--- src/verilog/alglm_cfg.svh ---
`ifndef ALGLM_CFG_SVH
`define ALGLM_CFG_SVH

// Register offsets
`define ALG_ADDR_GLP 8'h2C
`define ALG_ADDR_RHT 8'h2D
`define ALG_ADDR_LEM 8'h2E
`define ALG_ADDR_PSC 8'h2F
`define ALG_ADDR_CLP 8'h69
`define ALG_REG_RST 16'h0000

// Field positions
`define ALG_ZC_BIT 14
`define ALG_PKTYPE_BIT 11
`define ALG_CEIL_HI 7
`define ALG_CEIL_LO 5
`define ALG_FLOOR_HI 3
`define ALG_FLOOR_LO 1
`define ALG_REL_HI 15
`define ALG_REL_LO 12
`define ALG_ATK_HI 11
`define ALG_ATK_LO 8
`define ALG_HOLD_HI 7
`define ALG_HOLD_LO 4
`define ALG_TGT_HI 3
`define ALG_TGT_LO 0
`define ALG_EN_BIT 15
`define ALG_MODE_HI 14
`define ALG_MODE_LO 12
`define ALG_GZC_BIT 14
`define ALG_PSRC_BIT 13
`define ALG_CSTEP_HI 12
`define ALG_CSTEP_LO 10
`define ALG_CLIPEN_BIT 4

// Mode codes and gain limits (gain in 0.1875 dB steps, 0 = 0 dB)
`define ALG_MODE_CLIP 3'h0
`define ALG_CLIP_FLOOR 10'sh356
`define ALG_HOLD_MAX_CODE 4'h9
`define ALG_PEAK_DECAY_SH 8

// Timing
`define ALG_CLK_NS 50
`define ALG_RATE_BASE_NS 2000
`define ALG_RATE_BASE_CYC ((`ALG_RATE_BASE_NS + `ALG_CLK_NS - 1) / `ALG_CLK_NS)
`define ALG_HOLD_UNIT_US 2000
`define ALG_HOLD_UNIT_CYC (`ALG_HOLD_UNIT_US * 1000 / `ALG_CLK_NS)

`endif

--- src/verilog/alglm_pkg.sv ---
package alglm_pkg;
	typedef enum logic [1:0] {ALG_IDLE, ALG_ATTACK, ALG_HOLD, ALG_RELEASE} alglm_state_t;
	typedef logic signed [9:0] alglm_gain_t;
	typedef logic signed [15:0] alglm_smp_t;
endpackage : alglm_pkg

--- src/verilog/alglm_peak_det.sv ---
`timescale 1ns/1ps
`include "alglm_cfg.svh"
module alglm_peak_det import alglm_pkg::*; (
	input wire logic clk_sys, // System clock
	input wire logic nrst, // Async reset, active low
	input wire logic smp_valid, // Sample strobe
	input wire alglm_smp_t smp, // Sample value
	input wire logic peak_type_sel, // 0 rectified, 1 captured with decay
	output logic [15:0] peak_level, // Detected peak magnitude
	output logic zero_cross // Pulse on a sign change or zero sample
);
	logic [15:0] mag;
	logic sign_r;

	// Magnitude of the sample; -full scale still fits unsigned
	assign mag = smp[15] ? 16'(-smp) : 16'(smp);

	// Peak follows the rectified sample, or holds and decays slowly
	always_ff @(posedge clk_sys or negedge nrst) begin
		if (!nrst) begin
			peak_level <= 16'h0000;
		end else if (smp_valid) begin
			if (!peak_type_sel || mag >= peak_level) begin
				peak_level <= mag;
			end else begin
				peak_level <= peak_level - (peak_level >> `ALG_PEAK_DECAY_SH);
			end
		end
	end

	// Zero crossing marks where a gain step makes no audible click
	always_ff @(posedge clk_sys or negedge nrst) begin
		if (!nrst) begin
			sign_r <= 1'b0;
			zero_cross <= 1'b0;
		end else begin
			zero_cross <= smp_valid && (smp == 16'sh0000 || smp[15] != sign_r);
			if (smp_valid) begin
				sign_r <= smp[15];
			end
		end
	end
endmodule : alglm_peak_det

--- src/verilog/alglm_top.sv ---
`timescale 1ns/1ps
`include "alglm_cfg.svh"
module alglm_top import alglm_pkg::*; #(
	parameter logic [23:0] HOLD_UNIT_CYC = 24'(`ALG_HOLD_UNIT_CYC),
	parameter logic [20:0] RATE_BASE_CYC = 21'(`ALG_RATE_BASE_CYC)
) (
	input wire logic clk_sys, // System clock, 20 MHz
	input wire logic nrst, // Async reset, active low
	input wire logic reg_wr, // Register write strobe
	input wire logic reg_rd, // Register read strobe
	input wire logic [7:0] reg_addr, // Register address
	input wire logic [15:0] reg_wdata, // Register write data
	output logic [15:0] reg_rdata, // Register read data
	input wire logic dgs_valid, // Gain stage output sample strobe
	input wire alglm_smp_t dgs_smp, // Gain stage output sample
	input wire logic smc_valid, // Soft-mute compensated sample strobe
	input wire alglm_smp_t smc_smp, // Soft-mute compensated sample
	input wire logic clip_in, // Clip detector output, level
	output alglm_gain_t gain_out, // Gain to the gain stage
	output logic gain_load, // Pulse when gain_out changes
	output logic gain_stage_zc, // Zero-cross update to the gain stage
	output logic clip_det_enable, // Enable to the clip detector
	output alglm_state_t alc_state // Controller state
);
	// Control registers
	logic [15:0] glp_r;
	logic [15:0] rht_r;
	logic [15:0] lem_r;
	logic [15:0] psc_r;
	logic [15:0] clp_r;

	// Controller state
	alglm_state_t st_r;
	alglm_state_t st_nxt;
	alglm_gain_t gain_r;
	logic [20:0] rate_cnt_r;
	logic [23:0] hold_cnt_r;
	logic [3:0] sess_cnt_r;
	logic step_pend_r;

	// Decoded controls
	logic en;
	logic clip_mode;
	logic zc_need;
	alglm_gain_t ceil_g;
	alglm_gain_t floor_raw;
	alglm_gain_t floor_g;
	logic [3:0] cap;
	logic [20:0] rate_len;
	logic [23:0] hold_len;

	// Level detection
	logic pk_valid;
	alglm_smp_t pk_smp;
	logic [15:0] peak;
	logic zero_cross;
	logic [15:0] thr;
	logic [15:0] thr_low;
	logic above;
	logic quiet;
	logic trigger;
	logic calm;

	// Step control
	logic tick;
	logic step_go;
	logic at_floor;
	logic at_ceil;
	logic cap_hit;
	logic hold_done;

	// Gain code to 0.1875 dB steps: one code is 6 dB, i.e. 32 steps
	function automatic alglm_gain_t code_to_gain(input logic [2:0] c);
		code_to_gain = -$signed({2'b00, c, 5'h00});
	endfunction : code_to_gain

	// Step period doubles with each rate code
	function automatic logic [20:0] rate_cycles(input logic [3:0] c);
		rate_cycles = RATE_BASE_CYC << c;
	endfunction : rate_cycles

	// Hold time doubles per code; codes above the top one saturate
	function automatic logic [23:0] hold_cycles(input logic [3:0] c);
		logic [3:0] sh;
		sh = (c > `ALG_HOLD_MAX_CODE) ? (`ALG_HOLD_MAX_CODE - 4'h1) : (c - 4'h1);
		hold_cycles = (c == 4'h0) ? 24'h000000 : (HOLD_UNIT_CYC << sh);
	endfunction : hold_cycles

	// Register writes; no side effects beyond storing
	always_ff @(posedge clk_sys or negedge nrst) begin
		if (!nrst) begin
			glp_r <= `ALG_REG_RST;
			rht_r <= `ALG_REG_RST;
			lem_r <= `ALG_REG_RST;
			psc_r <= `ALG_REG_RST;
			clp_r <= `ALG_REG_RST;
		end else if (reg_wr) begin
			unique case (reg_addr)
				`ALG_ADDR_GLP: glp_r <= reg_wdata;
				`ALG_ADDR_RHT: rht_r <= reg_wdata;
				`ALG_ADDR_LEM: lem_r <= reg_wdata;
				`ALG_ADDR_PSC: psc_r <= reg_wdata;
				`ALG_ADDR_CLP: clp_r <= reg_wdata;
				default: ;
			endcase
		end
	end

	// Registered readback; unmapped addresses read zero
	always_ff @(posedge clk_sys or negedge nrst) begin
		if (!nrst) begin
			reg_rdata <= 16'h0000;
		end else if (reg_rd) begin
			unique case (reg_addr)
				`ALG_ADDR_GLP: reg_rdata <= glp_r;
				`ALG_ADDR_RHT: reg_rdata <= rht_r;
				`ALG_ADDR_LEM: reg_rdata <= lem_r;
				`ALG_ADDR_PSC: reg_rdata <= psc_r;
				`ALG_ADDR_CLP: reg_rdata <= clp_r;
				default: reg_rdata <= 16'h0000;
			endcase
		end
	end

	// Field decode
	assign en = lem_r[`ALG_EN_BIT];
	assign clip_mode = lem_r[`ALG_MODE_HI:`ALG_MODE_LO] == `ALG_MODE_CLIP;
	assign zc_need = glp_r[`ALG_ZC_BIT];
	assign ceil_g = code_to_gain(~glp_r[`ALG_CEIL_HI:`ALG_CEIL_LO]);
	assign floor_raw = code_to_gain(glp_r[`ALG_FLOOR_HI:`ALG_FLOOR_LO]);
	// Clip mode never lets the floor go below -32 dB
	assign floor_g = (clip_mode && floor_raw < `ALG_CLIP_FLOOR) ?
		`ALG_CLIP_FLOOR : floor_raw;
	// Cap in 0.25 dB codes, converted to whole 0.1875 dB steps
	assign cap = 4'(({2'b00, psc_r[`ALG_CSTEP_HI:`ALG_CSTEP_LO]} << 2) / 5'h03);
	assign hold_len = hold_cycles(rht_r[`ALG_HOLD_HI:`ALG_HOLD_LO]);

	// Step period of the current ramp direction
	always_comb begin
		if (st_r == ALG_RELEASE) begin
			rate_len = rate_cycles(rht_r[`ALG_REL_HI:`ALG_REL_LO]);
		end else begin
			rate_len = rate_cycles(rht_r[`ALG_ATK_HI:`ALG_ATK_LO]);
		end
	end

	// Peak detector input source
	assign pk_valid = psc_r[`ALG_PSRC_BIT] ? smc_valid : dgs_valid;
	assign pk_smp = psc_r[`ALG_PSRC_BIT] ? smc_smp : dgs_smp;

	alglm_peak_det u_peak (
		.clk_sys(clk_sys),
		.nrst(nrst),
		.smp_valid(pk_valid),
		.smp(pk_smp),
		.peak_type_sel(glp_r[`ALG_PKTYPE_BIT]),
		.peak_level(peak),
		.zero_cross(zero_cross)
	);

	// Target as a linear fraction of full scale; low mark is about 1.5 dB under
	assign thr = {1'b0, rht_r[`ALG_TGT_HI:`ALG_TGT_LO], 11'h7FF};
	assign thr_low = thr - (thr >> 3) - (thr >> 5);
	assign above = peak > thr;
	assign quiet = peak < thr_low;

	// Clip mode reacts to the clip detector, other modes to amplitude
	assign trigger = clip_mode ? clip_in : above;
	assign calm = clip_mode ? (!clip_in && quiet) : quiet;

	// Step timing; a pending step may wait for a zero crossing
	assign tick = (st_r == ALG_ATTACK || st_r == ALG_RELEASE) &&
		(rate_cnt_r >= rate_len - 21'h000001);
	assign step_go = step_pend_r && (!zc_need || zero_cross);
	assign at_floor = gain_r <= floor_g;
	assign at_ceil = gain_r >= ceil_g;
	assign cap_hit = sess_cnt_r >= cap;
	assign hold_done = calm && hold_cnt_r >= hold_len;

	// Next state
	always_comb begin
		st_nxt = st_r;
		unique case (st_r)
			ALG_IDLE: begin
				// After the ceiling load, wait in hold for a trigger
				if (en) begin
					st_nxt = ALG_HOLD;
				end
			end
			ALG_ATTACK: begin
				if (clip_mode) begin
					// Session ends when clipping stops, the cap or the floor is met
					if (!clip_in || cap_hit || at_floor) begin
						st_nxt = ALG_HOLD;
					end
				end else if (step_go && quiet) begin
					st_nxt = ALG_HOLD;
				end
			end
			ALG_HOLD: begin
				// A fresh clip or level excursion starts a new session
				if (trigger && !(clip_mode && at_floor)) begin
					st_nxt = ALG_ATTACK;
				end else if (hold_done) begin
					st_nxt = ALG_RELEASE;
				end
			end
			ALG_RELEASE: begin
				if (trigger) begin
					st_nxt = ALG_ATTACK;
				end
			end
		endcase
		if (!en) begin
			st_nxt = ALG_IDLE;
		end
	end

	// State register
	always_ff @(posedge clk_sys or negedge nrst) begin
		if (!nrst) begin
			st_r <= ALG_IDLE;
		end else begin
			st_r <= st_nxt;
		end
	end

	// Step period counter, restarted on every state change
	always_ff @(posedge clk_sys or negedge nrst) begin
		if (!nrst) begin
			rate_cnt_r <= 21'h000000;
		end else if (st_nxt != st_r || tick) begin
			rate_cnt_r <= 21'h000000;
		end else if (st_r == ALG_ATTACK || st_r == ALG_RELEASE) begin
			rate_cnt_r <= rate_cnt_r + 21'h000001;
		end
	end

	// Pending step; dropped on a state change so no stale step leaks
	always_ff @(posedge clk_sys or negedge nrst) begin
		if (!nrst) begin
			step_pend_r <= 1'b0;
		end else if (st_nxt != st_r) begin
			step_pend_r <= 1'b0;
		end else if (tick) begin
			step_pend_r <= 1'b1;
		end else if (step_go) begin
			step_pend_r <= 1'b0;
		end
	end

	// Hold timer counts only while calm and restarts on any excursion
	always_ff @(posedge clk_sys or negedge nrst) begin
		if (!nrst) begin
			hold_cnt_r <= 24'h000000;
		end else if (st_r != ALG_HOLD || !calm) begin
			hold_cnt_r <= 24'h000000;
		end else if (hold_cnt_r < hold_len) begin
			hold_cnt_r <= hold_cnt_r + 24'h000001;
		end
	end

	// Attenuation taken in the current attack session
	always_ff @(posedge clk_sys or negedge nrst) begin
		if (!nrst) begin
			sess_cnt_r <= 4'h0;
		end else if (st_r != ALG_ATTACK) begin
			sess_cnt_r <= 4'h0;
		end else if (step_go && !at_floor && !cap_hit) begin
			sess_cnt_r <= sess_cnt_r + 4'h1;
		end
	end

	// Gain: ceiling load on enable, single steps down and up, clamped
	always_ff @(posedge clk_sys or negedge nrst) begin
		if (!nrst) begin
			gain_r <= 10'sh000;
			gain_load <= 1'b0;
		end else begin
			gain_load <= 1'b0;
			if (st_r == ALG_IDLE && en) begin
				// No ramp here: the ceiling applies at once
				gain_r <= ceil_g;
				gain_load <= 1'b1;
			end else if (st_r == ALG_ATTACK && step_go && !at_floor) begin
				if (!clip_mode || !cap_hit) begin
					gain_r <= gain_r - 10'sh001;
					gain_load <= 1'b1;
				end
			end else if (st_r == ALG_RELEASE && step_go && !at_ceil && calm) begin
				// Rise only while the level sits well under the target
				gain_r <= gain_r + 10'sh001;
				gain_load <= 1'b1;
			end
		end
	end

	// Outputs
	assign gain_out = gain_r;
	assign alc_state = st_r;
	// Zero-cross update if either the level controller's or the gain stage's own choice selects it
	assign gain_stage_zc = zc_need | psc_r[`ALG_GZC_BIT];
	// Clip reports arrive only while software keeps this enabled
	assign clip_det_enable = clp_r[`ALG_CLIPEN_BIT];
endmodule : alglm_top

--- config.mk ---
export PLATFORM = sky130hd
export DESIGN_NAME = alglm_top
export DESIGN_NICKNAME = d
export VERILOG_FILES = /design/src/verilog/alglm_pkg.sv /design/src/verilog/alglm_peak_det.sv /design/src/verilog/alglm_top.sv
export VERILOG_INCLUDE_DIRS = /design/src /design/src/verilog
export SDC_FILE = /design/constraint.sdc
export NUM_CORES = 1
export LEC_CHECK = 0
export BUFFER_PORTS_ARGS = -buffer_cell sky130_fd_sc_hd__buf_4
export CAP_MARGIN = 20
export CORE_UTILIZATION = 46
export DETAILED_ROUTE_END_ITERATION = 10
export PLACE_DENSITY = 0.64
export SETUP_SLACK_MARGIN = 0.2
export SLEW_MARGIN = 25
export SYNTH_ARGS = -nofsm -noshare
export SYNTH_HDL_FRONTEND = slang
export SYNTH_SLANG_ARGS = --single-unit
--- constraint.sdc ---
create_clock -name clk_sys -period 6.7 [get_ports clk_sys]
set_clock_uncertainty 0.05 [all_clocks]
set_input_delay 0.335 -clock clk_sys [delete_from_list [all_inputs] [get_ports clk_sys]]
set_output_delay 0.335 -clock clk_sys [all_outputs]
set_load 0.01 [all_outputs]
After elaboration in Yosys (flattened, before gate mapping). Index checks and enable logic that the tools add are counted.

Register bits after elaboration: 177. Input bits: 63. Output and inout bits: 31. Logic and storage cells: 145.

Add/subtract/negate cells: 13. Divide/modulo/power cells: 1. Order comparisons: 11. Equal/unequal tests: 13. Shift operators: 3. Multiplexer cells: 36. Bitwise operators: 2. Reductions and logical operators: 50.

Operators with widths (count): case mux 16 bit (5 select lines) (1); 2-to-1 mux 24 bit (3); 2-to-1 mux 21 bit (3); 2-to-1 mux 10 bit (5); 2-to-1 mux 16 bit (3); left shift 6 x 4 -> 21 bit, first input constant (2); == test 8 x 6 -> 1 bit, second input constant (4); adder 24 x 1 -> 24 bit, second input constant (1); >= comparator 24 bit (1); < comparator 24 bit (1); left shift 16 x 4 -> 24 bit, first input constant (1); adder 21 x 1 -> 21 bit, second input constant (1); >= comparator 21 bit (1); subtractor 21 x 1 -> 21 bit, second input constant (1); negator 8 -> 10 bit (2); logical AND 1 bit (17); >= comparator 16 bit (1); > comparator 16 x 15 -> 1 bit (1); zero test 16 bit (1); < comparator 16 bit (1); negator 16 bit (1); subtractor 15 x 12 -> 16 bit (1); subtractor 16 x 10 -> 16 bit (1); subtractor 16 x 8 -> 16 bit (1); 32 further kinds (74).

Depth between registers and ports, before layout. Gate-level depths: netlist (run 1).

Depth after elaboration: 14. Gate-level depth with buffers: 21. Depth with buffers taken out: 21.

Cells and area by module. A second synthesis (run 1) with hierarchy kept.

Cells, all modules: 1332. Area total of the unflattened synthesis: 12494.5 um^2.

By module, submodules not included: alglm_top (instances 1, cells an instance 1089, area each 10541.4 um^2, sequential area each 3978.8 um^2); alglm_peak_det (instances 1, cells an instance 243, area each 1953.1 um^2, sequential area each 450.4 um^2).

Least setup slack after synthesis (run 1). No wires, ideal clock.

Path kind: register to register. Start: register psc_r[13]. End: register u_peak.peak_level[7]. Setup time: 0.120 ns. Arrival time: 4.499 ns. Data required time: 6.530 ns. Slack: 2.031 ns. Cell stages (with the launch flop): 21. Path buffers: 7. Clock period less this slack: 4.669 ns. Cell sequence: dfrtp_1 -> clkbuf_1 -> buf_2 -> buf_2 -> buf_2 -> buf_2 -> mux2i_1 -> ha_1 -> o21ai_0 -> nor4b_1 -> o21ai_0 -> nand2_1 -> xnor2_1 -> ha_1 -> a21o_1 -> a221oi_1 -> and2_1 -> buf_2 -> buf_2 -> o22ai_1 -> a31o_2.

Cells in the longest elaborated chain, start to end: 6. Elaborated cells between the ends (all ways): 7. Those cells by class: 1 x add/sub; 1 x order compare; 4 x mux; 1 x reduce/logical.

Ends and longest elaborated chain: start: declaration (RTL line alglm_top.sv:29) `logic [15:0] psc_r;`; start signal: assignment (RTL line alglm_top.sv:95) `` psc_r <= `ALG_REG_RST; ``; start signal: assignment (RTL line alglm_top.sv:102) `` `ALG_ADDR_PSC: psc_r <= reg_wdata; ``; 2-to-1 mux 16 bit (RTL line alglm_top.sv:149) `` assign pk_smp = psc_r[`ALG_PSRC_BIT] ? smc_smp : dgs_smp; ``; negator 16 bit (RTL line alglm_peak_det.sv:16) `assign mag = smp[15] ? 16'(-smp) : 16'(smp);`; 2-to-1 mux 16 bit (RTL line alglm_peak_det.sv:16); >= comparator 16 bit (RTL line alglm_peak_det.sv:23) `if (!peak_type_sel || mag >= peak_level) begin`; logical OR 1 bit (RTL line alglm_peak_det.sv:23); 2-to-1 mux 16 bit (RTL line alglm_peak_det.sv:23); end signal: assignment (RTL line alglm_peak_det.sv:24) `peak_level <= mag;`; end signal: assignment (RTL line alglm_peak_det.sv:26) `` peak_level <= peak_level - (peak_level >> `ALG_PEAK_DECAY_SH); ``; end: declaration (RTL line alglm_peak_det.sv:9) `output logic [15:0] peak_level,`.

Several ways; a longest one is shown, not always the timed one. A chain may end at the register's enable or synchronous reset.

Worst setup path after layout (run 1).
Start: register st_r[0], in the netlist alc_state[0]. End: register rate_cnt_r[14].

Cells in the longest elaborated chain, start to end: 7. Elaborated cells between the ends (all ways): 21. Those cells by class: 1 x add/sub; 1 x order compare; 4 x eq/ne; 10 x mux; 5 x reduce/logical.

Ends and longest elaborated chain: start: declaration (RTL line alglm_top.sv:33) `alglm_state_t st_r;`; start signal: assignment (RTL line alglm_top.sv:224) `st_r <= st_nxt;`; == test 2 bit, or another cell as far along; 2-to-1 mux 21 bit, or another cell as far along (RTL line alglm_top.sv:140) `if (st_r == ALG_RELEASE) begin`; subtractor 21 x 1 -> 21 bit / case mux 2 bit (4 select lines) (equally long branches) (RTL line alglm_top.sv:173, alglm_top.sv:183); >= comparator 21 bit / 2-to-1 mux 2 bit (equally long branches) (RTL line alglm_top.sv:173, alglm_top.sv:214); logical AND 1 bit / inequality test 2 bit (equally long branches) (RTL line alglm_top.sv:172, alglm_top.sv:232); logical OR 1 bit (RTL line alglm_top.sv:232) `end else if (st_nxt != st_r || tick) begin`; 2-to-1 mux 21 bit / nonzero test 2 bit (equally long branches); end signal: assignment (RTL line alglm_top.sv:235) `rate_cnt_r <= rate_cnt_r + 21'h000001;`; end: declaration (RTL line alglm_top.sv:36) `logic [20:0] rate_cnt_r;`.

Several ways; a longest one is shown, not always the timed one.

==> results.json, run 1 <==
{
  "synth_top_cell_area_share": 0.3516,
  "critPathKind": "flop to flop",
  "clk-insertion-delay-late_ns": 0.45,
  "violations_in_the_final_reports": "hold timing",
  "min_path_type": "input port to asynchronous set/reset pin",
  "fin_util": 0.5310,
  "tritoncts": "done",
  "floorplan.rows": 60,
  "initial_utilization": 0.4688,
  "drcViolationCount": 0,
  "die_width_um": 167.5,
  "hold_slack_ns": -0.04301,
  "setup_viol": 0,
  "finalWorstPathRequiredPeriod_ns": 5.416,
  "drt-wirelength-per-cell_um": 18.52,
  "drc_marker_count_from_the_first_detailed_route_iteration": 909,
  "total_clock_buffers_created_by_cts": 17,
  "globalRoute.busiestLayer": "met2",
  "post_placement_worst_setup_slack_ns": 1.337,
  "grt.met2_usage": 0.3962,
  "post_synth_num_cell_types": 73,
  "synth.net_count": 1547,
  "first_pass_iters": 5,
  "asyncSetResetFlopFracSynth": 1.000,
  "critical_path_required_ns": 6.98,
  "antenna_diodes": 0,
  "achievable-frequency_ghz": 0.1846,
  "crit_path_max_fanout": 20,
  "synth-edff-count": 0,
  "nNetsFinal": 1625,
  "fin_crit_sh": 0.8083,
  "dp_hpwl_mm": 24.26,
  "hold_viol_final": 34,
  "first_global_vias": 10322,
  "post_layout_nonfiller_instances": 1783,
  "path_clk_slew_ns": 0.08,
  "portBuffers": 93,
  "cts_num_sinks": 177,
  "worstMarginPinSlew_ns": 1.069,
  "p_leak_nw": 6.456,
  "synthTopCellsByCount": "sky130_fd_sc_hd__dfrtp_1, sky130_fd_sc_hd__ha_1, sky130_fd_sc_hd__nor2_1, sky130_fd_sc_hd__nand2_1, sky130_fd_sc_hd__mux2_2",
  "post_synth_instance_area_sq_um": 12600,
  "wirelength_mm": 33.02,
  "cts-root-buf": "sky130_fd_sc_hd__clkbuf_16",
  "grt_overflow_total": 0,
  "tns_ns": 0,
  "synth_ff_type": "sky130_fd_sc_hd__dfrtp_1",
  "floorplan.die.height_um": 167.5,
  "ctsHtreeMaxLevel": 4,
  "grt_util_met3": 0.04065,
  "post_placement_cell_count": 1750,
  "cts.repair.resized": 0,
  "globalRouteTotalUtil": 0.2442,
  "number_of_antenna_violations_at_the_first_check_in_global_routing": 0,
  "cpPeakStageDelay_ns": 0.71,
  "die-area_sq_um": 28050,
  "path_cells": "nand2_1 -> mux2i_1 -> and2_0 -> nand2_1 -> ha_1 -> nor2_1 -> a21oi_1 -> o21ai_0 -> nand2_1 -> ha_1 -> nand4_1 -> nor2_1 -> a221oi_1 -> o21ai_0 -> o21ai_0 -> nand2_2 -> o41ai_1",
  "hold_buffers": 0,
  "crit_slowest_cell": "sky130_fd_sc_hd__dfrtp_1",
  "endpoint_kind": "flop",
  "slew_violations": 0,
  "synth_area_leader_cell": "sky130_fd_sc_hd__dfrtp_1",
  "netlist_instances": 1351,
  "groute.layer.met1.usage": 0.3348,
  "place_congestion": 0.8642,
  "synth.area.top_cells": "sky130_fd_sc_hd__dfrtp_1, sky130_fd_sc_hd__ha_1, sky130_fd_sc_hd__mux2_2",
  "drive_above_1_share": 0.1741,
  "critical_path_arrival_ns": 5.70,
  "grt_start_max_net_pins": 109,
  "detail_route.vias_per_cell": 5.933,
  "yosys_warnings": 0,
  "grt_first_pass_wirelength_mm": 54.52,
  "drtAntennaViolNets": 0,
  "timing.slew.headroom": 0.2852,
  "peakVddDrop_uv": 150.4,
  "yosysSeqAreaShare": 0.3516,
  "status": "finished, violations left",
  "synth.avg_cell_area_sq_um": 9.325,
  "yosys_register_bits": 177,
  "placeableCoreArea_sq_um": 26880,
  "top_level_ports": 94,
  "total_number_of_vias": 10578,
  "rsz_0062_raised_after_global_routing": "false",
  "post-synth-top-count-cell": "sky130_fd_sc_hd__dfrtp_1",
  "post_cts_buffers": 0,
  "timing.final.ws_setup_ns": 1.284,
  "timing.critical_path.from_type": "flop",
  "maximum_capacitance_violations": 0,
  "synthToLayoutAreaGrowth_pct": 13.27,
  "cellPowerDensity_nw_per_um2": 204.7,
  "cts-root-to-sink-buffers": 2
}
## stage by stage
step | cell area (sq um) | total power, mW
final | 14270 | 2.921
after global routing | 14270 | 3.084
after CTS | 14240 | 2.942
after detailed placement | 13660 | 1.932
after global placement | 13640 | 1.916
after floorplan | 12600 | 1.678
## power by group
group          internal, mW  switching [mW]  total (mW)  leakage (nW)
registers              1.13          0.0826        1.21          2.35
logic                 0.308           0.401       0.709          3.83
clock network         0.500           0.504        1.00         0.278
total                  1.93           0.988        2.92          6.46
## cells in the final DEF, fill, tap and decap left out, types with 9 or more instances in the layout
cell                        Yosys  routed
sky130_fd_sc_hd__xnor2_1       51      51
sky130_fd_sc_hd__dfrtp_1      177     177
sky130_fd_sc_hd__a211oi_1       9       9
sky130_fd_sc_hd__o21ai_0       84      84
sky130_fd_sc_hd__a222oi_1      16      16
sky130_fd_sc_hd__nor3b_1       10      10
sky130_fd_sc_hd__nor2_1       126     125
sky130_fd_sc_hd__nand3_1       24      24
sky130_fd_sc_hd__buf_4          1     102
sky130_fd_sc_hd__mux2i_1       28      27
sky130_fd_sc_hd__xor2_1        16      16
sky130_fd_sc_hd__nor3_1        46      45
sky130_fd_sc_hd__a21oi_1       72      72
sky130_fd_sc_hd__nand4_1       24      24
sky130_fd_sc_hd__a22oi_1       21      21
sky130_fd_sc_hd__a31oi_1       19      19
sky130_fd_sc_hd__nand2b_1      16      16
sky130_fd_sc_hd__nand2_1      115     115
sky130_fd_sc_hd__nor4_1         9       9
sky130_fd_sc_hd__ha_1         129     129
sky130_fd_sc_hd__clkbuf_16      0      17
sky130_fd_sc_hd__mux2_2        85      85
sky130_fd_sc_hd__a21o_1        19      19
sky130_fd_sc_hd__or3_1         11      11
sky130_fd_sc_hd__inv_1         62      62
sky130_fd_sc_hd__and3_1        13      13
## logic make-up after synthesis
family          after synthesis  synth area share
simple gates                445            0.1736
compound gates              306            0.1615
flops                       177            0.3516
fa+ha+maj                   133            0.1345
mux                         113           0.09822
buf+inv                     110           0.03406
xor+xnor                     67           0.04658
## final timing paths
| kind | startpoint | endpoint | slack, ns | cells after the start |
|---|---|---|---|---|
| setup reg to reg | alc_state[0] | rate_cnt_r[14] | 1.28 | 17 |
| setup / recovery | alc_state[0] | rate_cnt_r[14] | 1.28 | 17 |
| min in group clk_sys | reg_wdata[0] | rht_r[0] | 0.09 | 3 |
| hold reg to reg | u_peak.sign_r | u_peak.zero_cross | 0.43 | 1 |
| max in group asynchronous | nrst | reg_rdata[13] | 5.22 | 2 |
| hold / removal | nrst | gain_out[5] | -0.04 | 1 |
## area by class of cell
cell class,count,area [sq um]
multi-input cells,1064,7780
well taps,341,426.7
fillers,2479,12610
repair buffers,105,805.8
clock buffers,17,425.4
clock inverters,15,162.7
inverters,64,240.2
flip-flops and latches,177,4429
## routing by layer
metal | vias up | wire length, um | share of wire
li1 | 5098 | - | -
met1 | 5220 | 15480 | 0.47
met2 | 226 | 15560 | 0.47
met3 | 34 | 1529 | 0.046
met4 | 0 | 450 | 0.014
met5 | - | 0 | 0
## flip-flops by register name, indices dropped and copies added (netlist names), 2 cells and up
register	flops
alc_state	2
clp_r	16
gain_out	10
glp_r	16
hold_cnt_r	24
lem_r	16
psc_r	16
rate_cnt_r	21
reg_rdata	16
rht_r	16
sess_cnt_r	4
u_peak.peak_level	16
## critical path, delay by kind of cell, from the launching register on
family	cells	cell delay (ns)
compound gates	6	1.64
simple gates	8	1.63
flops	1	0.71
mux	1	0.69
fa+ha+maj	2	0.55
No activity file was read; power rests on OpenSTA's default activity.
==> run 2, diff against run 1 <==
--- a/config.mk
+++ b/config.mk
@@ -10,7 +10,7 @@
 export CAP_MARGIN = 20
 export CORE_UTILIZATION = 46
 export DETAILED_ROUTE_END_ITERATION = 10
-export PLACE_DENSITY = 0.64
+export PLACE_DENSITY = 0.66
 export SETUP_SLACK_MARGIN = 0.2
 export SLEW_MARGIN = 25
 export SYNTH_ARGS = -nofsm -noshare
==> constraint.sdc (replaced) <==
create_clock -name clk_sys -period 4.37 [get_ports clk_sys]
set_clock_uncertainty 0.05 [all_clocks]
set_input_delay 0.2185 -clock clk_sys [delete_from_list [all_inputs] [get_ports clk_sys]]
set_output_delay 0.2185 -clock clk_sys [all_outputs]
set_load 0.01 [all_outputs]
==> run 2 against run 1 <==
The run now ends clean. Via count up 4.2%. Clock power up 52%. Final area up 11%. Critical path depth up 3.
==> results.json, run 2 (same netlist as run 1, synthesis figures left out) <==
{
  "status": "complete, no violations",
  "detail_route.vias_per_cell": 5.836,
  "placeableCoreArea_sq_um": 26880,
  "timing.critical_path.mode_cell": "sky130_fd_sc_hd__ha_1",
  "setup_viol": 0,
  "finalWorstPathRequiredPeriod_ns": 4.322,
  "start_point_of_the_critical_path": "rht_r[3]",
  "wirelength_mm": 34.26,
  "cts_num_sinks": 177,
  "total_number_of_vias": 11019,
  "endpoint_kind": "flop",
  "power.switching_fraction": 0.3322,
  "die-area_sq_um": 28050,
  "drive_above_1_share": 0.2896,
  "largestRegisters": "hold_cnt_r x24, rate_cnt_r x21",
  "internal-power_mw": 3.103,
  "clock_power_share": 0.326,
  "cp-endpoint": "rate_cnt_r[7]",
  "top_register": "hold_cnt_r",
  "initial_utilization": 0.4688,
  "clk-insertion-delay-late_ns": 0.45,
  "fin_crit_sh": 0.9891,
  "slew_violations": 0,
  "path_clk_slew_ns": 0.08,
  "drcViolationCount": 0,
  "cp.depth": 20,
  "die_width_um": 167.5,
  "postLayoutCellArea_sq_um": 15890,
  "portBuffers": 93,
  "dpl-instance-area_sq_um": 14150,
  "post_placement_cell_count": 1799,
  "crit_slowest_cell": "sky130_fd_sc_hd__or4_4",
  "design_power_total_mw": 4.647,
  "grt_start_max_net_pins": 112,
  "total_clock_buffers_created_by_cts": 17,
  "floorplan.die.height_um": 167.5,
  "power.switching_mw": 1.544,
  "drc_marker_count_from_the_first_detailed_route_iteration": 768,
  "critical_path_arrival_ns": 4.65,
  "reg2reg_from": "rht_r[3]",
  "maximum_capacitance_violations": 0,
  "nNetsFinal": 1731,
  "drtAntennaViolNets": 0,
  "cts-root-to-sink-buffers": 2,
  "p_comb_frac": 0.274,
  "cp_num_buf_inv": 4,
  "timing.slew.headroom": 0.3060,
  "number_of_antenna_violations_at_the_first_check_in_global_routing": 0,
  "first_global_vias": 10917,
  "top_level_ports": 94,
  "hold_slack_ns": 0.02186,
  "post_layout_nonfiller_instances": 1888,
  "drt-wirelength-per-cell_um": 18.15,
  "reg2reg_depth": 20,
  "rsz_0062_raised_after_global_routing": "true",
  "hold_viol_final": 0,
  "critical_path_required_ns": 4.70,
  "tritoncts": "done",
  "r2r_end": "rate_cnt_r[7]",
  "achievable-frequency_ghz": 0.2314,
  "p_leak_nw": 7.087,
  "path_cells": "buf_4 -> inv_1 -> ha_1 -> ha_1 -> ha_1 -> inv_1 -> fa_2 -> inv_1 -> a21o_1 -> a21oi_1 -> xnor2_1 -> ha_1 -> and4_1 -> nor3b_2 -> a22oi_2 -> nor3b_4 -> a21boi_4 -> o21ai_4 -> or4_4 -> a21oi_2",
  "cts-root-buf": "sky130_fd_sc_hd__clkbuf_16",
  "timing.critical_path.from_type": "flop",
  "antenna_diodes": 0,
  "cellPowerDensity_nw_per_um2": 292.5,
  "peakVddDrop_uv": 239.2,
  "grt_overflow_total": 0,
  "crit_path_max_fanout": 5,
  "timing.reg2reg.setup_slack_ns": 0.05,
  "first_pass_iters": 5,
  "leading_cell_type_in_the_layout_fill_and_taps_excluded": "sky130_fd_sc_hd__dfrtp_1",
  "seqPwrFrac": 0.400,
  "largest_register_ff_count": 24,
  "ctsHtreeMaxLevel": 4,
  "final_cell_mix": "sky130_fd_sc_hd__dfrtp_1, sky130_fd_sc_hd__buf_4, sky130_fd_sc_hd__ha_1",
  "globalRouteTotalUtil": 0.2466,
  "min_path_type": "input port to flop",
  "place_congestion": 0.8858,
  "cpPeakStageDelay_ns": 0.50,
  "critical-path-top-delay-family": "simple AND/OR/NAND/NOR gates",
  "floorplan.rows": 60,
  "critPathKind": "flop to flop",
  "synthToLayoutAreaGrowth_pct": 26.09,
  "grt_first_pass_wirelength_mm": 55.51,
  "fin_util": 0.5911,
  "worstMarginPinSlew_ns": 1.035,
  "dp_hpwl_mm": 24.31
}
-- run 2: changes by cell type in the layout (fill, tap and decap cells not counted), moves of 9 or more --
| cell | change |
|---|---|
| sky130_fd_sc_hd__buf_4 | +69 |
| sky130_fd_sc_hd__buf_6 | +17 |
| sky130_fd_sc_hd__o21ai_0 | -16 |
| sky130_fd_sc_hd__dlygate4sd3_1 | +15 |
| sky130_fd_sc_hd__o21ai_1 | +13 |
| sky130_fd_sc_hd__a21oi_1 | -11 |
| sky130_fd_sc_hd__ha_1 | -11 |
| sky130_fd_sc_hd__nor2_1 | -11 |
| sky130_fd_sc_hd__a21oi_2 | +9 |
| sky130_fd_sc_hd__inv_1 | -9 |
| sky130_fd_sc_hd__nor3_1 | -9 |
| sky130_fd_sc_hd__nor3_2 | +9 |
-- run 2: power by group through the flow --
stage          logic, mW  clock network [mW]  registers, mW
2_1_floorplan      0.743                   0           1.85
3_3_place_gp        1.11                   0           1.88
3_5_place_dp        1.14                   0           1.89
4_1_cts             1.18                1.54           1.86
5_1_grt             1.43                1.61           1.87
6_report            1.27                1.52           1.86
-- run 2: worst min-delay path by stage --
| stage | start | endpoint | slack [ns] | cells past startpoint |
|---|---|---|---|---|
| final | reg_wdata[13] | rht_r[13] | 0.02 | 2 |
| after global placement | nrst | hold_cnt_r[9] | 0.36 | 1 |
| after detailed placement | nrst | hold_cnt_r[9] | 0.37 | 1 |
| after floorplan | nrst | alc_state[0] | -0.13 | 0 |
| after global routing | reg_wdata[13] | rht_r[13] | 0.008 | 2 |
| after CTS | reg_wdata[13] | rht_r[13] | 0.0003 | 2 |
-- run 2: repair_timing --
item,CTS,global route
gates cloned,0,3
hold buffers,15,0
resized for setup,17,148
endpoints found under the setup margin,30,69
hold endpoints to repair,167,0
buffers inserted,16,24
pin swaps,27,59
-- run 2: stage by stage --
stage / setup WS (ns) / TNS, ns
global route: -0.1991 / -2.169
floorplan: 0.1977 / 0
CTS: 0.08748 / 0
finish: 0.04779 / 0
global placement: 0.05494 / 0
detailed placement: 0.006963 / 0
-- run 2: area by class of cell --
type,count,area (sq um)
fillers,2255,10990
well taps,341,426.7
multi-input cells,1064,8436
repair buffers,211,1780
inverters,64,247.7
clock buffers,19,452.9
clock inverters,12,112.6
flip-flops and latches,177,4429
-- run 2: layer usage --
metal / GRT usage / vias to the layer above / share of wire
li1: - / 5310 / -
met1: 0.3238 / 5440 / 0.45
met2: 0.4145 / 228 / 0.49
met3: 0.04113 / 41 / 0.037
met4: 0.07698 / 0 / 0.020
met5: 0 / - / 0
